`src/core/gpio_sel_pkg.sv`:
```
`default_nettype none

package gpio_sel_pkg;

	// System clock
	localparam int unsigned CLOCK_PERIOD_NS = 4;

	// Accessory event pulse length on the pin
	localparam int unsigned ACC_PULSE_TIME_NS = 31000;
	localparam int unsigned ACC_PULSE_CYCLES = ACC_PULSE_TIME_NS / CLOCK_PERIOD_NS;
	localparam int unsigned PULSE_CNT_WIDTH = 16;

	// Derived output clock: half period in system clock cycles
	localparam int unsigned DERIVED_OUTPUT_CLOCK_HALF_CYCLES = 4;
	localparam int unsigned DIV_CNT_WIDTH = 16;

	// Register port
	localparam int unsigned ADDR_WIDTH = 4;
	localparam int unsigned DATA_WIDTH = 32;
	localparam logic [3:0] OFF_CONFIG = 4'h0;
	localparam logic [3:0] OFF_STATUS = 4'h4;

	// Config register fields
	localparam int unsigned FN_LSB = 0;
	localparam int unsigned FN_WIDTH = 5;
	localparam int unsigned DIR_BIT = 5;
	localparam int unsigned LVL_BIT = 6;

	// Status register fields
	localparam int unsigned STAT_PIN_IN_BIT = 0;
	localparam int unsigned STAT_PIN_OUT_BIT = 1;
	localparam int unsigned STAT_PULSE_BIT = 2;
	localparam int unsigned STAT_DERIVED_OUTPUT_CLOCK_BIT = 3;

	// Reset values: pin starts as an input, code 0
	localparam logic [4:0] FN_RESET = 5'h00;
	localparam logic DIR_RESET = 1'h1;
	localparam logic LVL_RESET = 1'h0;

	// Function codes
	localparam logic [4:0] FN_LOGIC_LEVEL = 5'h01;
	localparam logic [4:0] FN_ACC_DETECT = 5'h05;
	localparam logic [4:0] FN_FLL1_LOCK = 5'h09;
	localparam logic [4:0] FN_FLL2_LOCK = 5'h0A;
	localparam logic [4:0] FN_SRC1_LOCK = 5'h0B;
	localparam logic [4:0] FN_SRC2_LOCK = 5'h0C;
	localparam logic [4:0] FN_DRC1_DETECT = 5'h0D;
	localparam logic [4:0] FN_DRC2_DETECT = 5'h0F;
	localparam logic [4:0] FN_FIFO_ERROR = 5'h11;
	localparam logic [4:0] FN_DERIVED_OUTPUT_CLOCK = 5'h12;
	localparam logic [4:0] FN_TEMP_WARN = 5'h13;
	localparam logic [4:0] FN_DC_SERVO = 5'h14;
	localparam logic [4:0] FN_FLL1_CLOCK = 5'h15;
	localparam logic [4:0] FN_FLL2_CLOCK = 5'h16;

	// Synchroniser lanes
	localparam int unsigned SYNC_WIDTH = 3;
	localparam int unsigned SYNC_PIN = 0;
	localparam int unsigned SYNC_FLL1 = 1;
	localparam int unsigned SYNC_FLL2 = 2;

endpackage

`default_nettype wire

```
`src/core/gpio_status_output_select.sv`:
```
`timescale 1ns/1ns
`default_nettype none

module gpio_status_output_select #(
	parameter int unsigned ACC_PULSE_CYCLES = gpio_sel_pkg::ACC_PULSE_CYCLES,
	parameter int unsigned DERIVED_OUTPUT_CLOCK_HALF_CYCLES = gpio_sel_pkg::DERIVED_OUTPUT_CLOCK_HALF_CYCLES
) (
	// Clock and reset
	input wire logic clock,
	input wire logic rst_n,
	// Register port
	input wire logic [gpio_sel_pkg::ADDR_WIDTH-1:0] reg_addr,
	input wire logic [gpio_sel_pkg::DATA_WIDTH-1:0] reg_wdata,
	input wire logic reg_write,
	input wire logic reg_read,
	output logic [gpio_sel_pkg::DATA_WIDTH-1:0] reg_rdata,
	// Internal status sources, system clock domain
	input wire logic accessory_event,
	input wire logic fll1_lock,
	input wire logic fll2_lock,
	input wire logic src1_lock,
	input wire logic src2_lock,
	input wire logic first_audio_port_drc_detect,
	input wire logic second_audio_port_drc_detect,
	input wire logic fifo_error,
	input wire logic temp_warning,
	input wire logic dc_servo_left_done,
	input wire logic dc_servo_right_done,
	// Loop clocks from other domains
	input wire logic fll1_clock,
	input wire logic fll2_clock,
	// General-purpose pin
	input wire logic pin_in,
	output logic pin_out,
	output logic pin_oe_n
);

	generate
		if (ACC_PULSE_CYCLES < 1 || ACC_PULSE_CYCLES >= (1 << gpio_sel_pkg::PULSE_CNT_WIDTH)) begin : g_bad_pulse
			$error("ACC_PULSE_CYCLES out of range");
		end
		if (DERIVED_OUTPUT_CLOCK_HALF_CYCLES < 1 || DERIVED_OUTPUT_CLOCK_HALF_CYCLES >= (1 << gpio_sel_pkg::DIV_CNT_WIDTH)) begin : g_bad_div
			$error("DERIVED_OUTPUT_CLOCK_HALF_CYCLES out of range");
		end
	endgenerate

	localparam logic [gpio_sel_pkg::PULSE_CNT_WIDTH-1:0] PULSE_LOAD =
		gpio_sel_pkg::PULSE_CNT_WIDTH'(ACC_PULSE_CYCLES);
	localparam logic [gpio_sel_pkg::DIV_CNT_WIDTH-1:0] DIV_LAST =
		gpio_sel_pkg::DIV_CNT_WIDTH'(DERIVED_OUTPUT_CLOCK_HALF_CYCLES - 1);

	typedef struct packed {
		logic [gpio_sel_pkg::FN_WIDTH-1:0] func;
		logic dir;
		logic level;
		logic [gpio_sel_pkg::SYNC_WIDTH-1:0] sync1;
		logic [gpio_sel_pkg::SYNC_WIDTH-1:0] sync2;
		logic [gpio_sel_pkg::PULSE_CNT_WIDTH-1:0] pulse_cnt;
		logic [gpio_sel_pkg::DIV_CNT_WIDTH-1:0] div_cnt;
		logic derived_output_clock;
		logic pin_out;
		logic pin_oe_n;
		logic [gpio_sel_pkg::DATA_WIDTH-1:0] rdata;
	} state_t;

	localparam state_t STATE_RESET = '{
		func: gpio_sel_pkg::FN_RESET,
		dir: gpio_sel_pkg::DIR_RESET,
		level: gpio_sel_pkg::LVL_RESET,
		sync1: '0,
		sync2: '0,
		pulse_cnt: '0,
		div_cnt: '0,
		derived_output_clock: 1'h0,
		pin_out: 1'h0,
		pin_oe_n: 1'h1,
		rdata: '0
	};

	state_t state;
	state_t next_state;
	logic selected;
	logic [gpio_sel_pkg::DATA_WIDTH-1:0] read_value;

	function automatic logic hits(input logic [gpio_sel_pkg::ADDR_WIDTH-1:0] addr,
			input logic [gpio_sel_pkg::ADDR_WIDTH-1:0] offset);
		hits = (addr == offset);
	endfunction

	always_comb begin
		next_state = state;
		selected = 1'h0;
		read_value = '0;

		// Loop clocks and the pin come from outside this domain
		next_state.sync1 = {fll2_clock, fll1_clock, pin_in};
		next_state.sync2 = state.sync1;

		if (reg_write && hits(reg_addr, gpio_sel_pkg::OFF_CONFIG)) begin
			next_state.func = reg_wdata[gpio_sel_pkg::FN_LSB +: gpio_sel_pkg::FN_WIDTH];
			next_state.dir = reg_wdata[gpio_sel_pkg::DIR_BIT];
			next_state.level = reg_wdata[gpio_sel_pkg::LVL_BIT];
		end

		// A new event restarts the pulse, so two close events stretch into one
		if (accessory_event) begin
			next_state.pulse_cnt = PULSE_LOAD;
		end else if (state.pulse_cnt != '0) begin
			next_state.pulse_cnt = state.pulse_cnt - 1'b1;
		end

		// Free-running divider, so the clock stays glitch-free when selected
		if (state.div_cnt == DIV_LAST) begin
			next_state.div_cnt = '0;
			next_state.derived_output_clock = ~state.derived_output_clock;
		end else begin
			next_state.div_cnt = state.div_cnt + 1'b1;
		end

		case (state.func)
			gpio_sel_pkg::FN_LOGIC_LEVEL: selected = state.level;
			gpio_sel_pkg::FN_ACC_DETECT: selected = (state.pulse_cnt != '0);
			gpio_sel_pkg::FN_FLL1_LOCK: selected = fll1_lock;
			gpio_sel_pkg::FN_FLL2_LOCK: selected = fll2_lock;
			gpio_sel_pkg::FN_SRC1_LOCK: selected = src1_lock;
			gpio_sel_pkg::FN_SRC2_LOCK: selected = src2_lock;
			gpio_sel_pkg::FN_DRC1_DETECT: selected = first_audio_port_drc_detect;
			gpio_sel_pkg::FN_DRC2_DETECT: selected = second_audio_port_drc_detect;
			gpio_sel_pkg::FN_FIFO_ERROR: selected = fifo_error;
			gpio_sel_pkg::FN_DERIVED_OUTPUT_CLOCK: selected = state.derived_output_clock;
			gpio_sel_pkg::FN_TEMP_WARN: selected = temp_warning;
			// Done only when both channels have finished
			gpio_sel_pkg::FN_DC_SERVO: selected = dc_servo_left_done & dc_servo_right_done;
			// Sampled at the system clock: loop clocks must stay well below half of it
			gpio_sel_pkg::FN_FLL1_CLOCK: selected = state.sync2[gpio_sel_pkg::SYNC_FLL1];
			gpio_sel_pkg::FN_FLL2_CLOCK: selected = state.sync2[gpio_sel_pkg::SYNC_FLL2];
			default: selected = 1'h0;
		endcase

		// Input mode releases the pin and drives low behind the enable
		next_state.pin_out = state.dir ? 1'h0 : selected;
		next_state.pin_oe_n = state.dir;

		read_value[gpio_sel_pkg::FN_LSB +: gpio_sel_pkg::FN_WIDTH] = '0;
		if (hits(reg_addr, gpio_sel_pkg::OFF_CONFIG)) begin
			read_value[gpio_sel_pkg::FN_LSB +: gpio_sel_pkg::FN_WIDTH] = state.func;
			read_value[gpio_sel_pkg::DIR_BIT] = state.dir;
			read_value[gpio_sel_pkg::LVL_BIT] = state.level;
		end else if (hits(reg_addr, gpio_sel_pkg::OFF_STATUS)) begin
			read_value[gpio_sel_pkg::STAT_PIN_IN_BIT] = state.sync2[gpio_sel_pkg::SYNC_PIN];
			read_value[gpio_sel_pkg::STAT_PIN_OUT_BIT] = state.pin_out;
			read_value[gpio_sel_pkg::STAT_PULSE_BIT] = (state.pulse_cnt != '0);
			read_value[gpio_sel_pkg::STAT_DERIVED_OUTPUT_CLOCK_BIT] = state.derived_output_clock;
		end
		// Read data only stand in the cycle after the strobe
		next_state.rdata = reg_read ? read_value : '0;
	end

	always_ff @(posedge clock or negedge rst_n) begin
		if (!rst_n) begin
			state <= STATE_RESET;
		end else begin
			state <= next_state;
		end
	end

	assign pin_out = state.pin_out;
	assign pin_oe_n = state.pin_oe_n;
	assign reg_rdata = state.rdata;

	// Checks
	logic out_mode;
	logic [gpio_sel_pkg::PULSE_CNT_WIDTH-1:0] high_run;

	assign out_mode = !state.dir;

	always_ff @(posedge clock or negedge rst_n) begin
		if (!rst_n) begin
			high_run <= '0;
		end else if (pin_out && state.func == gpio_sel_pkg::FN_ACC_DETECT) begin
			high_run <= high_run + 1'b1;
		end else begin
			high_run <= '0;
		end
	end
endmodule // gpio_status_output_select

`default_nettype wire

```
`config.mk`:
```
export PLATFORM = sky130hd
export DESIGN_NAME = gpio_status_output_select
export DESIGN_NICKNAME = d
export VERILOG_FILES = /design/src/core/gpio_sel_pkg.sv /design/src/core/gpio_status_output_select.sv
export SDC_FILE = /design/constraint.sdc
export NUM_CORES = 1
export LEC_CHECK = 0
export BUFFER_PORTS_ARGS = -buffer_cell sky130_fd_sc_hd__buf_2
export CAP_MARGIN = 25
export CELL_PAD_IN_SITES_DETAIL_PLACEMENT = 0
export CELL_PAD_IN_SITES_GLOBAL_PLACEMENT = 1
export CORE_ASPECT_RATIO = 0.7
export CORE_UTILIZATION = 35
export DETAILED_ROUTE_END_ITERATION = 8
export GPL_ROUTABILITY_DRIVEN = 0
export PLACE_DENSITY = 0.86
export SETUP_SLACK_MARGIN = 0.2
export SYNTH_ARGS = -nofsm -noshare
export SYNTH_HDL_FRONTEND = slang
export SYNTH_SLANG_ARGS = --single-unit
```
`constraint.sdc`:
```
create_clock -name clock -period 2 [get_ports clock]
set_input_delay 0.2 -clock clock [delete_from_list [all_inputs] [get_ports clock]]
set_output_delay 0.2 -clock clock [all_outputs]
set_load 0.02 [all_outputs]
```
Word-level counts from Yosys, hierarchy flattened:

Index checks and enable logic that the tools add are counted.
W data, S select, Z words.

* register bits after elaboration: 55
* output and inout bits: 34
* word-level logic and storage cells: 44

* add/subtract/negate cells: 2
* equal/unequal tests: 16
* multiplexer cells: 9
* bitwise gates (word level): 2
* reduce and logical (&&, ||, !) cells: 4

Operator list (number)
* $mux W16: 3
* $eq A5 B4 Y1 const B: 6
* $eq A5 B5 Y1 const B: 6
* $add A16 B1 Y16 const B: 1
* $eq A16 B2 Y1 const B: 1
* $reduce_bool A16 Y1: 1
* $sub A16 B1 Y16 const B: 1
* $pmux W1 S14: 1
* $mux W4: 2
* $mux W7: 1
* $eq A5 B1 Y1 const B: 1
* $eq A5 B3 Y1 const B: 1
* $eq A4 B3 Y1 const B: 1
* $logic_not A4 Y1: 1
* $mux W3: 1
* $reduce_bool A2 Y1: 1
* $and A1 B1 Y1: 1
* $logic_and A1 B1 Y1: 1
* $mux W1: 1
* $not A1 Y1: 1

Longest topological paths before layout:

* word-level depth: 4
* mapped depth: 7

Worst setup path before layout:

OpenSTA, ideal clock, no wires.

* kind: flip-flop to flip-flop
* start point: register state[61] (netlist name)
* end point: register state[52] (netlist name)
* data arrival time: 1.912 ns
* required time: 1.876 ns
* setup slack: -0.036 ns
* stages on the path, launching flop included: 7
* buffers on the path: 1
* clock period less this slack: 2.036 ns
* cells stage by stage: dfrtp_1 or4_4 or3_1 buf_6 nor3_4 nor2_1 a211o_1

* cells in the longest elaborated chain, start to end: 2

RTL lines
* from (decl): RTL line gpio_status_output_select.sv:80 `state_t state;`
* from (signal assigned): RTL line gpio_status_output_select.sv:163 `state <= next_state;`
* $reduce_bool A16 Y1: RTL line gpio_status_output_select.sv:108 `end else if (state.pulse_cnt != '0) begin`
* $reduce_bool A2 Y1 (no line)

Every way passes these cells.
A chain may end at the register's enable or synchronous reset.

Final worst setup path:

* start point: register state[61] (netlist name)
* end point: register state[60] (netlist name)

Same word-level chain as after synthesis.

==> flow_summary.json <==
{
  "grtUsageTotal_pct": 13.4,
  "io_buffers": 37,
  "syn_inst": 272,
  "synth_async_sr_flop_share_pct": 100,
  "fin_ws_ns": -0.00221,
  "nets": 371,
  "pwr-share-seq_pct": 51.3,
  "worst-slew-pin-transition_ns": 0.605,
  "synth_area_leader_cell": "dfrtp_1",
  "cp.required_ns": 2.18,
  "ir_worst_vdd_mv": 0.346,
  "grt_max_degree": 32,
  "grtUsageMet1_pct": 18.9,
  "cts_buffers": 5,
  "fmax_mhz": 499,
  "period_share_pct": 100,
  "synth_seq_cells": 55,
  "antenna_left": 0,
  "num_io_pins": 88,
  "hpwl_um": 3580,
  "seq_area_frac_synth_pct": 49.1,
  "grt_overflow_total": 0,
  "grt_most_used_layer": "met2",
  "crit_path_end_kind": "register",
  "yosys_warnings": 0,
  "synth_area_per_cell_sq_um": 10.3,
  "worstSetupPathType": "register to register",
  "drt_iter0_drc": 64,
  "setup_viol": 1,
  "syn_area_sq_um": 2810,
  "fp.coreArea_sq_um": 7550,
  "hold_class": "input port to register",
  "crit_fanout": 5,
  "antenna_found_initial": 0,
  "final_hold_viol_count": 0,
  "dieArea_sq_um": 8400,
  "clk_pin_slew_ns": 0.07,
  "netSwitchingFraction_pct": 26.9,
  "die_h_um": 77.0,
  "synth_area_leaders": "dfrtp_1 47%, buf_4 8.5%, xnor2_1 5.0%, nor2_1 3.3%, xor2_1 3.1%",
  "max-slew-margin-rel_pct": 59.7,
  "synth_edf_count": 0,
  "grt_pass1_vias": 1865,
  "antenna_cells": 0,
  "ys_top_cells_by_count": "53 x dfrtp_1, 32 x buf_4, 25 x nor2_1",
  "clock_latency_ns": 0.29,
  "report.final.slew_viol_count": 0,
  "pre_cts_ws_ns": -0.0872,
  "pwr-share-clk_pct": 35.5,
  "root_buffer": "clkbuf_16",
  "grt_pass1_wl_um": 8810,
  "yosysMostFrequentCell": "dfrtp_1",
  "fin_util_pct": 43.9,
  "clock_path_buffers": 2,
  "tritoncts": "built",
  "core.rowCount": 26,
  "synth-main-ff-cell": "dfrtp_1",
  "syn_to_final_growth_pct": 18.0,
  "drt_wl_total_um": 5420,
  "finClkSkew_ns": 0.00624,
  "intPower_mw": 1.82,
  "nFillCells": 726,
  "power_frac_comb_pct": 13.2,
  "first_pass_iters": 4,
  "die_w_um": 109,
  "grtUsageMet3_pct": 3.74,
  "ys_types": 44,
  "drv_cap": 0,
  "use_met2_pct": 20.0,
  "rsz0062_at_grt": "yes",
  "num_vias": 1975,
  "drive_gt1_share_pct": 28.6,
  "arrival_ns": 2.18,
  "power_density_nw_per_um2": 749,
  "cts_max_level": 2,
  "startpoint_type": "register",
  "drc": 0,
  "period_minus_slack_ns": 2.00,
  "p_sw_uw": 668,
  "violations": "setup timing",
  "routedWlPerCell_um": 13.1,
  "status": "complete, but fails checks",
  "yosys.area.top_type_share_pct": 47.2,
  "initial_core_util_pct": 37.2,
  "cts_num_sinks": 55,
  "power.leakage_nw": 1.50,
  "viasPerCell": 4.78
}
## cell usage in the layout, fill, tap and decap left out, types with 2 or more instances in the layout
master	synthesis	final
nor2_4	0	2
xor2_1	10	10
xnor2_1	16	15
and3_1	3	3
buf_4	32	13
and4_1	2	2
a21oi_1	7	7
nand4_1	4	4
nand2b_1	6	6
and2_1	3	3
buf_2	0	37
nand2_1	14	13
inv_1	8	7
mux2_2	7	7
nand3b_1	3	3
dfstp_2	2	2
nor4_1	5	4
nor2_1	25	22
o21ai_0	2	2
mux2i_1	7	7
nand3_1	8	8
o31ai_1	4	2
o211ai_1	5	5
nor3b_1	2	2
dfrtp_1	53	52
conb_1	1	25
or4_4	1	3
clkbuf_16	0	5
ha_1	3	3
o31ai_4	0	2
nor3_1	11	10
## path summary, 6_finish.rpt
kind / startpoint / endpoint / slack (ns) / depth (start not counted)
hold / removal: fll1_clock / next_state[68]$_DFF_PN0_ / 0.01 / 1
setup / recovery: state[61]$_DFFE_PN0P_ / state[60]$_DFFE_PN0P_ / -0.002 / 6
max in group asynchronous: rst_n / pin_oe_n$_DFF_PN1_ / 0.91 / 3
hold reg to reg: next_state[67]$_DFF_PN0_ / state[67]$_DFF_PN0_ / 0.35 / 0
setup reg to reg: state[61]$_DFFE_PN0P_ / state[60]$_DFFE_PN0P_ / -0.002 / 6
min in group asynchronous: rst_n / state[39]$_DFF_PN0_ / 0.45 / 2
## power by group through the flow
| stage | sequential, mW | combinational [mW] | clock, mW |
|---|---|---|---|
| 6_report | 1.28 | 0.327 | 0.883 |
| 5_1_grt | 1.29 | 0.368 | 0.957 |
| 4_1_cts | 1.27 | 0.318 | 0.914 |
| 3_5_place_dp | 1.29 | 0.312 | 0 |
| 3_3_place_gp | 1.29 | 0.304 | 0 |
| 2_1_floorplan | 1.24 | 0.299 | 0 |
## state kept, by name, summed over array words and instances (netlist names)
register / count
state: 42
reg_rdata: 7
next_state: 4
pin_oe_n: 1
pin_out: 1
## through the flow
stage          total power, mW  hold slack, ns  area [sq um]  instances  setup TNS [ns]
6_report                  2.48          0.0144          3320        413        -0.00221
3_5_place_dp              1.60           0.243          3010        399          -0.664
3_3_place_gp              1.59           0.239          3010        399          -0.578
2_1_floorplan             1.54         -0.0956          2900        296         -0.0646
4_1_cts                   2.50         0.00861          3210        408        -0.00342
5_1_grt                   2.61         0.00452          3320        413          -0.681
## routing by layer
layer	wire length, um	vias up	share of wire [%]
li1	-	963	-
met1	2620	967	48
met2	2530	41	47
met3	230	4	4.2
met4	43	0	0.79
met5	0	-	0
## repair_timing
action,4_1_cts,5_1_grt
setup buffers,0,5
pin swaps,4,8
setup endpoints to repair,17,18
hold buffers,1,0
resized for setup,8,15
endpoints found under the hold margin,23,0
## logic make-up (layout without fill, tap and decap cells)
kind of cell               after synthesis  in the layout  synth area share (%)
other                                    1             25                 0.133
AOI/OAI and AO/OA                       27             27                  6.50
and+or+nand+nor                         96             96                  18.3
DFF                                     55             55                  49.1
buffers and inverters                   50             69                  11.2
adders and majority gates                3              3                  1.34
xor gates and xnor gates                26             26                  8.10
muxes                                   14             14                  5.30
## critical path, stage by stage, from the launching register on
cell and delay (ns):
dfrtp_1 0.38, or4_4 0.54, or3_4 0.39, buf_6 0.15, o211ai_1 0.18, xor2_1 0.18, nand2b_1 0.07
## final cells by class
class                      instances  area (sq um)  share of cell area [%]
clock inverter                     2          13.8                   0.415
clock buffer                       6           139                    4.19
sequential                        55          1380                    41.6
tap                               98           123                    3.70
timing repair buffer              53           324                    9.77
inverter                           8          30.0                   0.905
multi-input combinational        191          1310                    39.4
Note: power is estimated with default switching activity, not from simulation.
